==> src/udfp_pkg.sv <==
// constants for the unknown-destination forwarding policy register bank
package udfp_pkg;
    localparam int          UDFP_ADDR_W        = 8;
    localparam int          UDFP_DATA_W        = 8;
    localparam int          UDFP_PORTS         = 5;
    localparam int          UDFP_MAC_W         = 48;

    localparam logic [7:0]  UDFP_OFS_UCAST     = 8'h83;
    localparam logic [7:0]  UDFP_OFS_MCAST     = 8'h84;
    localparam logic [7:0]  UDFP_OFS_VLAN      = 8'h85;
    localparam logic [7:0]  UDFP_OFS_IPMC      = 8'h86;

    localparam int          UDFP_MAP_LSB       = 0;
    localparam int          UDFP_MAP_MSB       = 4;
    localparam int          UDFP_EN_BIT        = 5;
    localparam int          UDFP_SELF_BIT      = 6;
    localparam int          UDFP_DRV_LSB       = 6;
    localparam int          UDFP_DRV_MSB       = 7;

    localparam logic [4:0]  UDFP_MAP_RESET     = 5'h00;
    localparam logic [1:0]  UDFP_DRV_RESET     = 2'h1;
    localparam logic [7:0]  UDFP_UCAST_RSVD    = 8'h80;
    localparam logic        UDFP_STRAP_IDLE    = 1'h1;

    // frame classes the forwarding engine can ask about
    typedef enum logic [1:0] {
        UDFP_CLS_UCAST = 2'b00,
        UDFP_CLS_MCAST = 2'b01,
        UDFP_CLS_VLAN  = 2'b10,
        UDFP_CLS_IPMC  = 2'b11
    } udfp_class_type;

    typedef enum logic [1:0] {
        UDFP_ST_SYNC_A = 2'b00,
        UDFP_ST_SYNC_B = 2'b01,
        UDFP_ST_LOAD   = 2'b10,
        UDFP_ST_DONE   = 2'b11
    } udfp_strap_type;
endpackage

==> src/udfp_bank.sv <==
// forwarding policy bank for unknown destinations, self filter and drive strength
//
// Function
// - 0x83 bit5 enables unknown unicast steering
// - unicast map bits4:0, zeros drop, ones flood
// - 0x84 bit5 enables non-IP unknown multicast steering
// - multicast map bits4:0, zeros drop, ones flood
// - 0x85 bit5 enables unknown VLAN steering
// - VLAN map bits4:0, bit0 is port1
// - 0x86 bit6 drops frames to own MAC
// - self drop at egress, own MAC compared
// - 0x86 bit5 enables unknown IP multicast steering
// - IP multicast map bits4:0, reset zero
// - 0x84 bits7:6 select drive 4/8/12/16 mA
// - drive field loaded from strap, upper inverted
`timescale 1ns/1ps
module udfp_bank
    import udfp_pkg::*;
(
    input  wire logic                           clk_in,
    input  wire logic                           rst_n_in,
    input  wire logic                           drive_strength_strap_pin_in,
    input  wire logic                           reg_wr_en_in,
    input  wire logic                           reg_rd_en_in,
    input  wire logic [udfp_pkg::UDFP_ADDR_W-1:0] reg_addr_in,
    input  wire logic [udfp_pkg::UDFP_DATA_W-1:0] reg_wr_data_in,
    output logic      [udfp_pkg::UDFP_DATA_W-1:0] reg_rd_data_out,
    output logic                                reg_rd_valid_out,
    input  wire logic                           lookup_valid_in,
    input  wire logic [1:0]                     lookup_class_in,
    input  wire logic [udfp_pkg::UDFP_PORTS-1:0] lookup_default_map_in,
    input  wire logic [udfp_pkg::UDFP_MAC_W-1:0] lookup_dest_mac_in,
    input  wire logic [udfp_pkg::UDFP_MAC_W-1:0] own_mac_in,
    output logic                                lookup_valid_out,
    output logic      [udfp_pkg::UDFP_PORTS-1:0] lookup_map_out,
    output logic                                self_drop_out,
    output logic      [1:0]                     drive_strength_out
);
    import udfp_pkg::*;

    localparam int NCLS = 4;

    // per-class enable and map; index is the class code
    logic [NCLS-1:0]       en_r,  en_nxt;
    logic [UDFP_PORTS-1:0] map_r [NCLS];
    logic [UDFP_PORTS-1:0] map_nxt [NCLS];
    logic                  self_en_r, self_en_nxt;
    logic [1:0]            drv_r, drv_nxt;
    logic [UDFP_DATA_W-1:0] rd_r, rd_nxt;
    logic                  rdv_r, rdv_nxt;
    logic                  strap_s1_r, strap_s2_r;
    udfp_strap_type        st_r, st_nxt;
    logic                  lv_r, lv_nxt;
    logic [UDFP_PORTS-1:0] lmap_r, lmap_nxt;
    logic                  ldrop_r, ldrop_nxt;
    logic [1:0]            wr_idx;
    logic                  wr_hit;

    // registers are 0x83..0x86, consecutive, so the offset from 0x83 picks the class
    always_comb begin
        wr_hit = (reg_addr_in >= UDFP_OFS_UCAST) && (reg_addr_in <= UDFP_OFS_IPMC);
        wr_idx = 2'(reg_addr_in - UDFP_OFS_UCAST);
    end

    // strap synchroniser: pin is asynchronous; idle level matches the pull-up
    always_ff @(posedge clk_in or negedge rst_n_in) begin
        if (!rst_n_in) begin
            strap_s1_r <= UDFP_STRAP_IDLE;
            strap_s2_r <= UDFP_STRAP_IDLE;
        end else begin
            strap_s1_r <= drive_strength_strap_pin_in;
            strap_s2_r <= strap_s1_r;
        end
    end

    // register writes, strap capture and read data
    always_comb begin
        en_nxt      = en_r;
        self_en_nxt = self_en_r;
        drv_nxt     = drv_r;
        st_nxt      = st_r;
        rd_nxt      = rd_r;
        rdv_nxt     = reg_rd_en_in;
        for (int i = 0; i < NCLS; i++) begin
            map_nxt[i] = map_r[i];
        end
        if (reg_wr_en_in && wr_hit) begin
            en_nxt[wr_idx]  = reg_wr_data_in[UDFP_EN_BIT];
            map_nxt[wr_idx] = reg_wr_data_in[UDFP_MAP_MSB:UDFP_MAP_LSB];
            if (reg_addr_in == UDFP_OFS_MCAST) begin
                drv_nxt = reg_wr_data_in[UDFP_DRV_MSB:UDFP_DRV_LSB];
            end
            if (reg_addr_in == UDFP_OFS_IPMC) begin
                self_en_nxt = reg_wr_data_in[UDFP_SELF_BIT];
            end
        end
        // strap is sampled once, after the synchroniser has filled
        case (st_r)
            UDFP_ST_SYNC_A: st_nxt = UDFP_ST_SYNC_B;
            UDFP_ST_SYNC_B: st_nxt = UDFP_ST_LOAD;
            UDFP_ST_LOAD: begin
                st_nxt  = UDFP_ST_DONE;
                drv_nxt = {~strap_s2_r, strap_s2_r};
            end
            UDFP_ST_DONE:   st_nxt = UDFP_ST_DONE;
            default:        st_nxt = UDFP_ST_SYNC_A;
        endcase
        if (reg_rd_en_in) begin
            rd_nxt = '0;
            if (wr_hit) begin
                rd_nxt[UDFP_MAP_MSB:UDFP_MAP_LSB] = map_r[wr_idx];
                rd_nxt[UDFP_EN_BIT]               = en_r[wr_idx];
            end
            case (reg_addr_in)
                UDFP_OFS_UCAST: rd_nxt = rd_nxt | UDFP_UCAST_RSVD;
                UDFP_OFS_MCAST: rd_nxt[UDFP_DRV_MSB:UDFP_DRV_LSB] = drv_r;
                UDFP_OFS_IPMC:  rd_nxt[UDFP_SELF_BIT] = self_en_r;
                default:        rd_nxt = rd_nxt;
            endcase
        end
    end

    always_ff @(posedge clk_in or negedge rst_n_in) begin
        if (!rst_n_in) begin
            en_r      <= '0;
            self_en_r <= 1'b0;
            drv_r     <= UDFP_DRV_RESET;
            st_r      <= UDFP_ST_SYNC_A;
            rd_r      <= '0;
            rdv_r     <= 1'b0;
            for (int i = 0; i < NCLS; i++) begin
                map_r[i] <= UDFP_MAP_RESET;
            end
        end else begin
            en_r      <= en_nxt;
            self_en_r <= self_en_nxt;
            drv_r     <= drv_nxt;
            st_r      <= st_nxt;
            rd_r      <= rd_nxt;
            rdv_r     <= rdv_nxt;
            for (int i = 0; i < NCLS; i++) begin
                map_r[i] <= map_nxt[i];
            end
        end
    end

    // lookup: one-cycle answer to the forwarding engine
    always_comb begin
        lv_nxt    = lookup_valid_in;
        lmap_nxt  = lmap_r;
        ldrop_nxt = ldrop_r;
        if (lookup_valid_in) begin
            lmap_nxt  = en_r[lookup_class_in] ? map_r[lookup_class_in]
                                              : lookup_default_map_in;
            // drop at egress: mask every port rather than at ingress
            ldrop_nxt = self_en_r && (lookup_dest_mac_in == own_mac_in);
            if (ldrop_nxt) begin
                lmap_nxt = '0;
            end
        end
    end

    always_ff @(posedge clk_in or negedge rst_n_in) begin
        if (!rst_n_in) begin
            lv_r    <= 1'b0;
            lmap_r  <= '0;
            ldrop_r <= 1'b0;
        end else begin
            lv_r    <= lv_nxt;
            lmap_r  <= lmap_nxt;
            ldrop_r <= ldrop_nxt;
        end
    end

    assign reg_rd_data_out    = rd_r;
    assign reg_rd_valid_out   = rdv_r;
    assign lookup_valid_out   = lv_r;
    assign lookup_map_out     = lmap_r;
    assign self_drop_out      = ldrop_r;
    assign drive_strength_out = drv_r;
endmodule

==> config.mk <==
export PLATFORM = sky130hd
export DESIGN_NAME = udfp_bank
export DESIGN_NICKNAME = d
export VERILOG_FILES = /design/src/udfp_pkg.sv /design/src/udfp_bank.sv
export SDC_FILE = /design/constraint.sdc
export NUM_CORES = 1
export LEC_CHECK = 0
export BUFFER_PORTS_ARGS = -buffer_cell sky130_fd_sc_hd__buf_2
export CAP_MARGIN = 20
export CORE_ASPECT_RATIO = 0.6
export CORE_MARGIN = 2
export CORE_UTILIZATION = 40
export CTS_BUF_LIST = sky130_fd_sc_hd__clkbuf_16
export DETAILED_ROUTE_END_ITERATION = 16
export GPL_TIMING_DRIVEN = 0
export PLACE_DENSITY_LB_ADDON = 0.2
export SYNTH_ARGS = -nofsm -noshare
export SYNTH_HDL_FRONTEND = slang
export SYNTH_SLANG_ARGS = --single-unit
==> constraint.sdc <==
create_clock -name clk_in -period 3.9 [get_ports clk_in]
set_clock_uncertainty 0.05 [all_clocks]
set_input_delay 0.195 -clock clk_in [delete_from_list [all_inputs] [get_ports clk_in]]
set_output_delay 0.195 -clock clk_in [all_outputs]
set_load 0.005 [all_outputs]
## Word-level counts from Yosys, hierarchy flattened

Index checks and enable logic that the tools add are counted.

- Register bits after elaboration: 47
- Bits of input ports: 125
- Word-level logic and storage cells: 70

- Add/subtract/negate cells: 1
- $lt $le $gt $ge: 8
- Eq/ne operators: 7
- Muxes and demuxes: 25
- Bitwise logic cells: 3
- Reductions and logical operators: 11

Operator list:

| cell | number |
|---|---|
| 48-bit == test | 1 |
| 5-bit two-way mux | 7 |
| 8-bit == test, second input constant | 3 |
| 5-bit binary-select mux with 2-bit select | 2 |
| 20-bit bitwise mux | 1 |
| 5-bit demux with 2-bit select | 1 |
| 8-bit greater-or-equal comparator, second input constant | 1 |
| 8-bit <= comparator, second input constant | 1 |
| 3-bit greater-or-equal comparator, second input constant | 2 |
| 2-bit by 3-bit less-than comparator with 1-bit output, second input constant | 2 |
| 2-bit two-way mux | 3 |
| 6-bit two-way mux | 1 |
| 2-bit NOT with 3-bit output | 2 |
| 2-bit one-hot mux with 3 select lines | 1 |
| 1-bit logical AND | 5 |
| 1-bit binary-select mux with 2-bit select | 2 |
| 4-bit bitwise mux | 1 |
| 2-bit == test, second input constant | 2 |
| 1-bit one-hot mux with 2 select lines | 2 |
| 2-bit AND reduction | 2 |
| 2-bit nonzero test | 2 |
| 3-bit by 1-bit less-than comparator with 1-bit output, second input constant | 1 |
| 1-bit two-way mux | 3 |
| 1-bit demux with 2-bit select | 1 |
| 6 further kinds | 6 |

## Logic depth before layout (Yosys ltp)

- Depth after elaboration: 7
- Depth in mapped cells: 10
- Depth with buffers taken out: 8

## Worst setup path after synthesis

No wires, ideal clock.

- Kind: input-to-reg
- Start point: input reg_addr_in[6] in the netlist's numbering
- End point: register drv_r[1], in the netlist drive_strength_out[1]
- Library setup time: 0.119 ns
- Data arrival time: 1.980 ns
- Data required time: 3.731 ns
- Setup slack: 1.751 ns
- Stages on the path: 7
- Path buffers: 1
- Path through: or4b_4 nor4_4 and2_0 buf_4 nand4_4 mux2_4 o21a_1

- Cells in the longest elaborated chain, start to end: 5
- Elaborated cells on any way between the ends: 8
- Classes of those cells: order compare (2); eq/ne (1); reduce/logical (5)

RTL lines:

| what | line | RTL |
|---|---|---|
| start, declared | udfp_bank.sv:25 | `input wire logic [udfp_pkg::UDFP_ADDR_W-1:0] reg_addr_in,` |
| 8-bit greater-or-equal comparator or 8-bit <= comparator (tied branches) | udfp_bank.sv:61 | `wr_hit = (reg_addr_in >= UDFP_OFS_UCAST) && (reg_addr_in <= UDFP_OFS_IPMC);` |
| 1-bit logical AND | udfp_bank.sv:61 |  |
| 1-bit logical AND | udfp_bank.sv:87 | `if (reg_wr_en_in && wr_hit) begin` |
| 2-bit nonzero test (no source line) | - |  |
| 2-bit AND reduction (no source line) * | - |  |
| end signal, assigned | udfp_bank.sv:137 | `drv_r <= drv_nxt;` |
| end, declared | udfp_bank.sv:48 | `logic [1:0] drv_r, drv_nxt;` |

Every way passes the cells marked *; elsewhere a longest branch is shown, timed or not.
A chain may end at the register's enable or synchronous reset.

## Worst setup path in the final report

- Start point: input reg_addr_in[0] in the netlist's numbering
- End point: register en_r[0]

- Cells in the longest elaborated chain, start to end: 6
- Elaborated cells on any way between the ends: 11
- Classes of those cells: add/sub (1); order compare (4); mux (3); reduce/logical (3)

RTL lines:

| what | line | RTL |
|---|---|---|
| 2-bit subtractor | udfp_bank.sv:62 | `wr_idx = 2'(reg_addr_in - UDFP_OFS_UCAST);` |
| 2-bit by 3-bit less-than comparator with 1-bit output (not written as such) or 2-bit by 1-bit greater-or-equal comparator with 1-bit output (tied branches) | udfp_bank.sv:88 | `en_nxt[wr_idx] = reg_wr_data_in[UDFP_EN_BIT];` |
| 1-bit logical AND (not written as such) | udfp_bank.sv:88 |  |
| 1-bit two-way mux (not written as such) | udfp_bank.sv:88 |  |
| 1-bit demux with 2-bit select | udfp_bank.sv:88 |  |
| 4-bit bitwise mux | udfp_bank.sv:88 |  |
| end signal, assigned | udfp_bank.sv:135 | `en_r <= en_nxt;` |
| end, declared | udfp_bank.sv:44 | `logic [NCLS-1:0] en_r, en_nxt;` |

Several ways; a longest one is shown, not always the timed one.

==> flow_metrics.tcl <==
set metrics [dict create \
    detail-route-antenna-nets 0 \
    grt_usage_pct 18.11 \
    postCtsSetupBuffers 0 \
    via_per_inst 4.937 \
    avgSynthCellArea_um2 11.70 \
    die_h_um 68.62 \
    outcome "finished clean" \
    postLayoutSetupSlackWorst_ns 1.557 \
    min_from "lookup_valid_in" \
    dp_slack_ns 1.293 \
    setup_viol 0 \
    start_kind "input port" \
    gp_congestion 0.8152 \
    hold_viol_final 0 \
    synth_top_family_by_area "multiplexers" \
    layout-drive-gt1-share_pct 50.26 \
    grt_use_met1_pct 25.42 \
    syn_to_final_growth_pct 36.58 \
    synth_area_mm2 0.002784 \
    clkSinkCount 47 \
    synth-seq-cells 47 \
    grt_overflow_total 0 \
    dieArea_mm2 0.007665 \
    grt_max_degree 48 \
    holdWs_ns 0.009020 \
    slew_violations 0 \
    final_cells 477 \
    grt_busiest_layer "met2" \
    h-tree-depth 2 \
    path_class "input port to register" \
    worstReg2RegEnd "lookup_map_out[2]" \
    synth_ff_type "dfrtp_1" \
    num_antenna_cells 0 \
    clk_latency_ns 0.28 \
    io_buffers 141 \
    fillers 600 \
    use_met2_pct 27.95 \
    hold_path_class "input port to register" \
    cts_tree "built" \
    hpwl_mm 5.818 \
    tightestPinTransition_ns 0.6035 \
    clkTransAtPathRegs_ns 0.06 \
    cts_hold_buf 1 \
    ys_warn_count 0 \
    dp.cells 466 \
    relSlewSlack_pct 59.40 \
    ys_top_cells_by_area "dfrtp_1 (40%), mux2_2 (10%), mux4_2 (9.7%)" \
    synthAdderAreaFrac_pct 1.798 \
    period_needed_ns 2.343 \
    cp.arrival_ns 2.46 \
    synth_edf_count 0 \
    tns_ns 0 \
    cts_made_buffers 5 \
    p_leak_nw 1.878 \
    root_buffer "clkbuf_16" \
    crit_path_max_fanout 7 \
    fp.dieW_um 111.7 \
    synth_top_cell_by_area "dfrtp_1" \
    grt_pass1_wl_mm 10.63 \
    hold_depth 1 \
    syn-num-nets 367 \
    regToRegSetupSlack_ns 1.99 \
    regArea_mm2 0.001180 \
    max_cap_violations 0 \
    pin_count 143 \
    end_kind "register" \
    met3_usage_pct 6.031 \
    num_vias 2355 \
    antenna_found_initial 0 \
    rr_worst_depth 6 \
    remaining_drc_errors 0 \
    max_freq_mhz 426.7 \
    ys_async_sr_fraction_pct 100.0 \
    yosys.area_share.simple_pct 10.74 \
    start_util_pct 41.52 \
    seq_area_frac_synth_pct 42.38 \
    fp.coreArea_mm2 0.006705 \
    drtIter0Drc 59 \
    synth_cells 238 \
    ir_worst_vdd_v 0.0002754 \
    min_period_over_period_pct 60.09 \
    synth.area.mux_share_pct 22.52 \
    rows 23 \
    rr_startpoint "self_en_r" \
    required_ns 4.01 \
    synth-compound-area-share_pct 6.382 \
    wirelength_mm 7.189 \
    cts_buffer_depth 2 \
    power.density_mw_per_mm2 314.3 \
    synthDistinctLibCells 37 \
    avgRoutedWirePerCell_um 15.07 \
    synth_xor_area_share_pct 12.27 \
    num-nets-final 519 \
    cts_resized 0 \
    multi_input_area_mm2 0.001495 \
    hold_end "lookup_valid_out" \
    grt_setup_unrepaired "no" \
    drt_first_pass_iters 4 \
    first_global_vias 2203 \
    synth.top_cell.area_share_pct 39.55 \
]
## metal layers
| layer | wire (um) | share of wire [%] | vias to the layer above |
|---|---|---|---|
| met5 | 0 | 0 | - |
| met4 | 14 | 0.19 | 0 |
| met3 | 571 | 7.9 | 2 |
| met2 | 3376 | 47 | 80 |
| li1 | - | - | 1161 |
| met1 | 3226 | 45 | 1112 |
## power by group
group	internal [mW]	total (mW)	switching [mW]
clock	0.296	0.462	0.165
combinational	0.119	0.211	0.0923
sequential	0.510	0.523	0.0128
total	0.925	1.20	0.270
## worst max-delay path, cell delays in order
cell	delay, ns
buf_2	0.11
clkbuf_1	0.39
inv_1	0.14
ha_1	0.26
and3b_1	0.28
nor4_4	0.07
and2_0	0.17
buf_4	0.16
nand2_1	0.29
mux2_2	0.38
## final cells by class
type | count | area share (%)
sequential | 47 | 31.03
clock buffer | 5 | 3.291
multi-input combinational | 163 | 39.32
tap | 87 | 2.863
clock inverter | 2 | 0.8884
buffer | 7 | 0.7897
inverter | 21 | 2.073
timing repair buffer | 145 | 19.74
## cells in the mapped netlist, drive strengths merged, types with 3 or more instances
cell	n
nand3	9
ha	4
xor2	15
nor2	9
o22ai	5
xnor2	24
nand2	7
mux2	26
mux2i	6
inv	21
a211oi	5
nor4	6
clkbuf	6
a22oi	3
dfrtp	44
mux4	12
dfstp	3
nand4	9
o21ai	9
## stage by stage
step	total power, mW	cell area [um^2]	util (%)
2_1_floorplan	0.6277	2784	-
3_3_place_gp	0.7354	3598	53.67
3_5_place_dp	0.7400	3598	53.67
4_1_cts	1.209	3767	56.19
5_1_grt	1.255	3802	56.71
6_report	1.195	3802	56.71
## cells in the final DEF, fill, tap and decap left out, types with 8 or more instances in the layout
cell type / n
xor2_1: 15
nand4_1: 8
buf_2: 141
nor2_1: 9
nand3_1: 9
mux2_2: 25
mux4_2: 12
dfrtp_1: 44
xnor2_1: 24
inv_1: 22
o21ai_0: 9
## registers in the layout, indices dropped and copies added (netlist names)
register	cells
map_r	20
self_drop_out	1
reg_rd_valid_out	1
lookup_valid_out	1
drive_strength_out	2
reg_rd_data_out	8
strap_s1_r	1
strap_s2_r	1
st_r	2
self_en_r	1
lookup_map_out	5
en_r	4
## kinds of logic after synthesis
| family | count (synthesis) |
|---|---|
| buffers and inverters | 28 |
| AOI/OAI and AO/OA | 27 |
| and+or+nand+nor | 49 |
| DFF | 47 |
| muxes | 44 |
| xor gates and xnor gates | 39 |
| adders and majority gates | 4 |
## worst max-delay path by stage
| stage | start | to | slack, ns | cells after the start |
|---|---|---|---|---|
| 2_1_floorplan | reg_addr_in[6] | drive_strength_out[1] | 1.75 | 7 |
| 3_3_place_gp | reg_addr_in[0] | self_en_r | 1.35 | 11 |
| 3_5_place_dp | reg_addr_in[0] | map_r[19] | 1.29 | 10 |
| 4_1_cts | reg_addr_in[0] | map_r[19] | 1.58 | 10 |
| 5_1_grt | reg_addr_in[0] | self_en_r | 1.39 | 11 |
| 6_report | reg_addr_in[0] | en_r[0] | 1.56 | 10 |
Note: power is estimated with default switching activity, not from simulation.
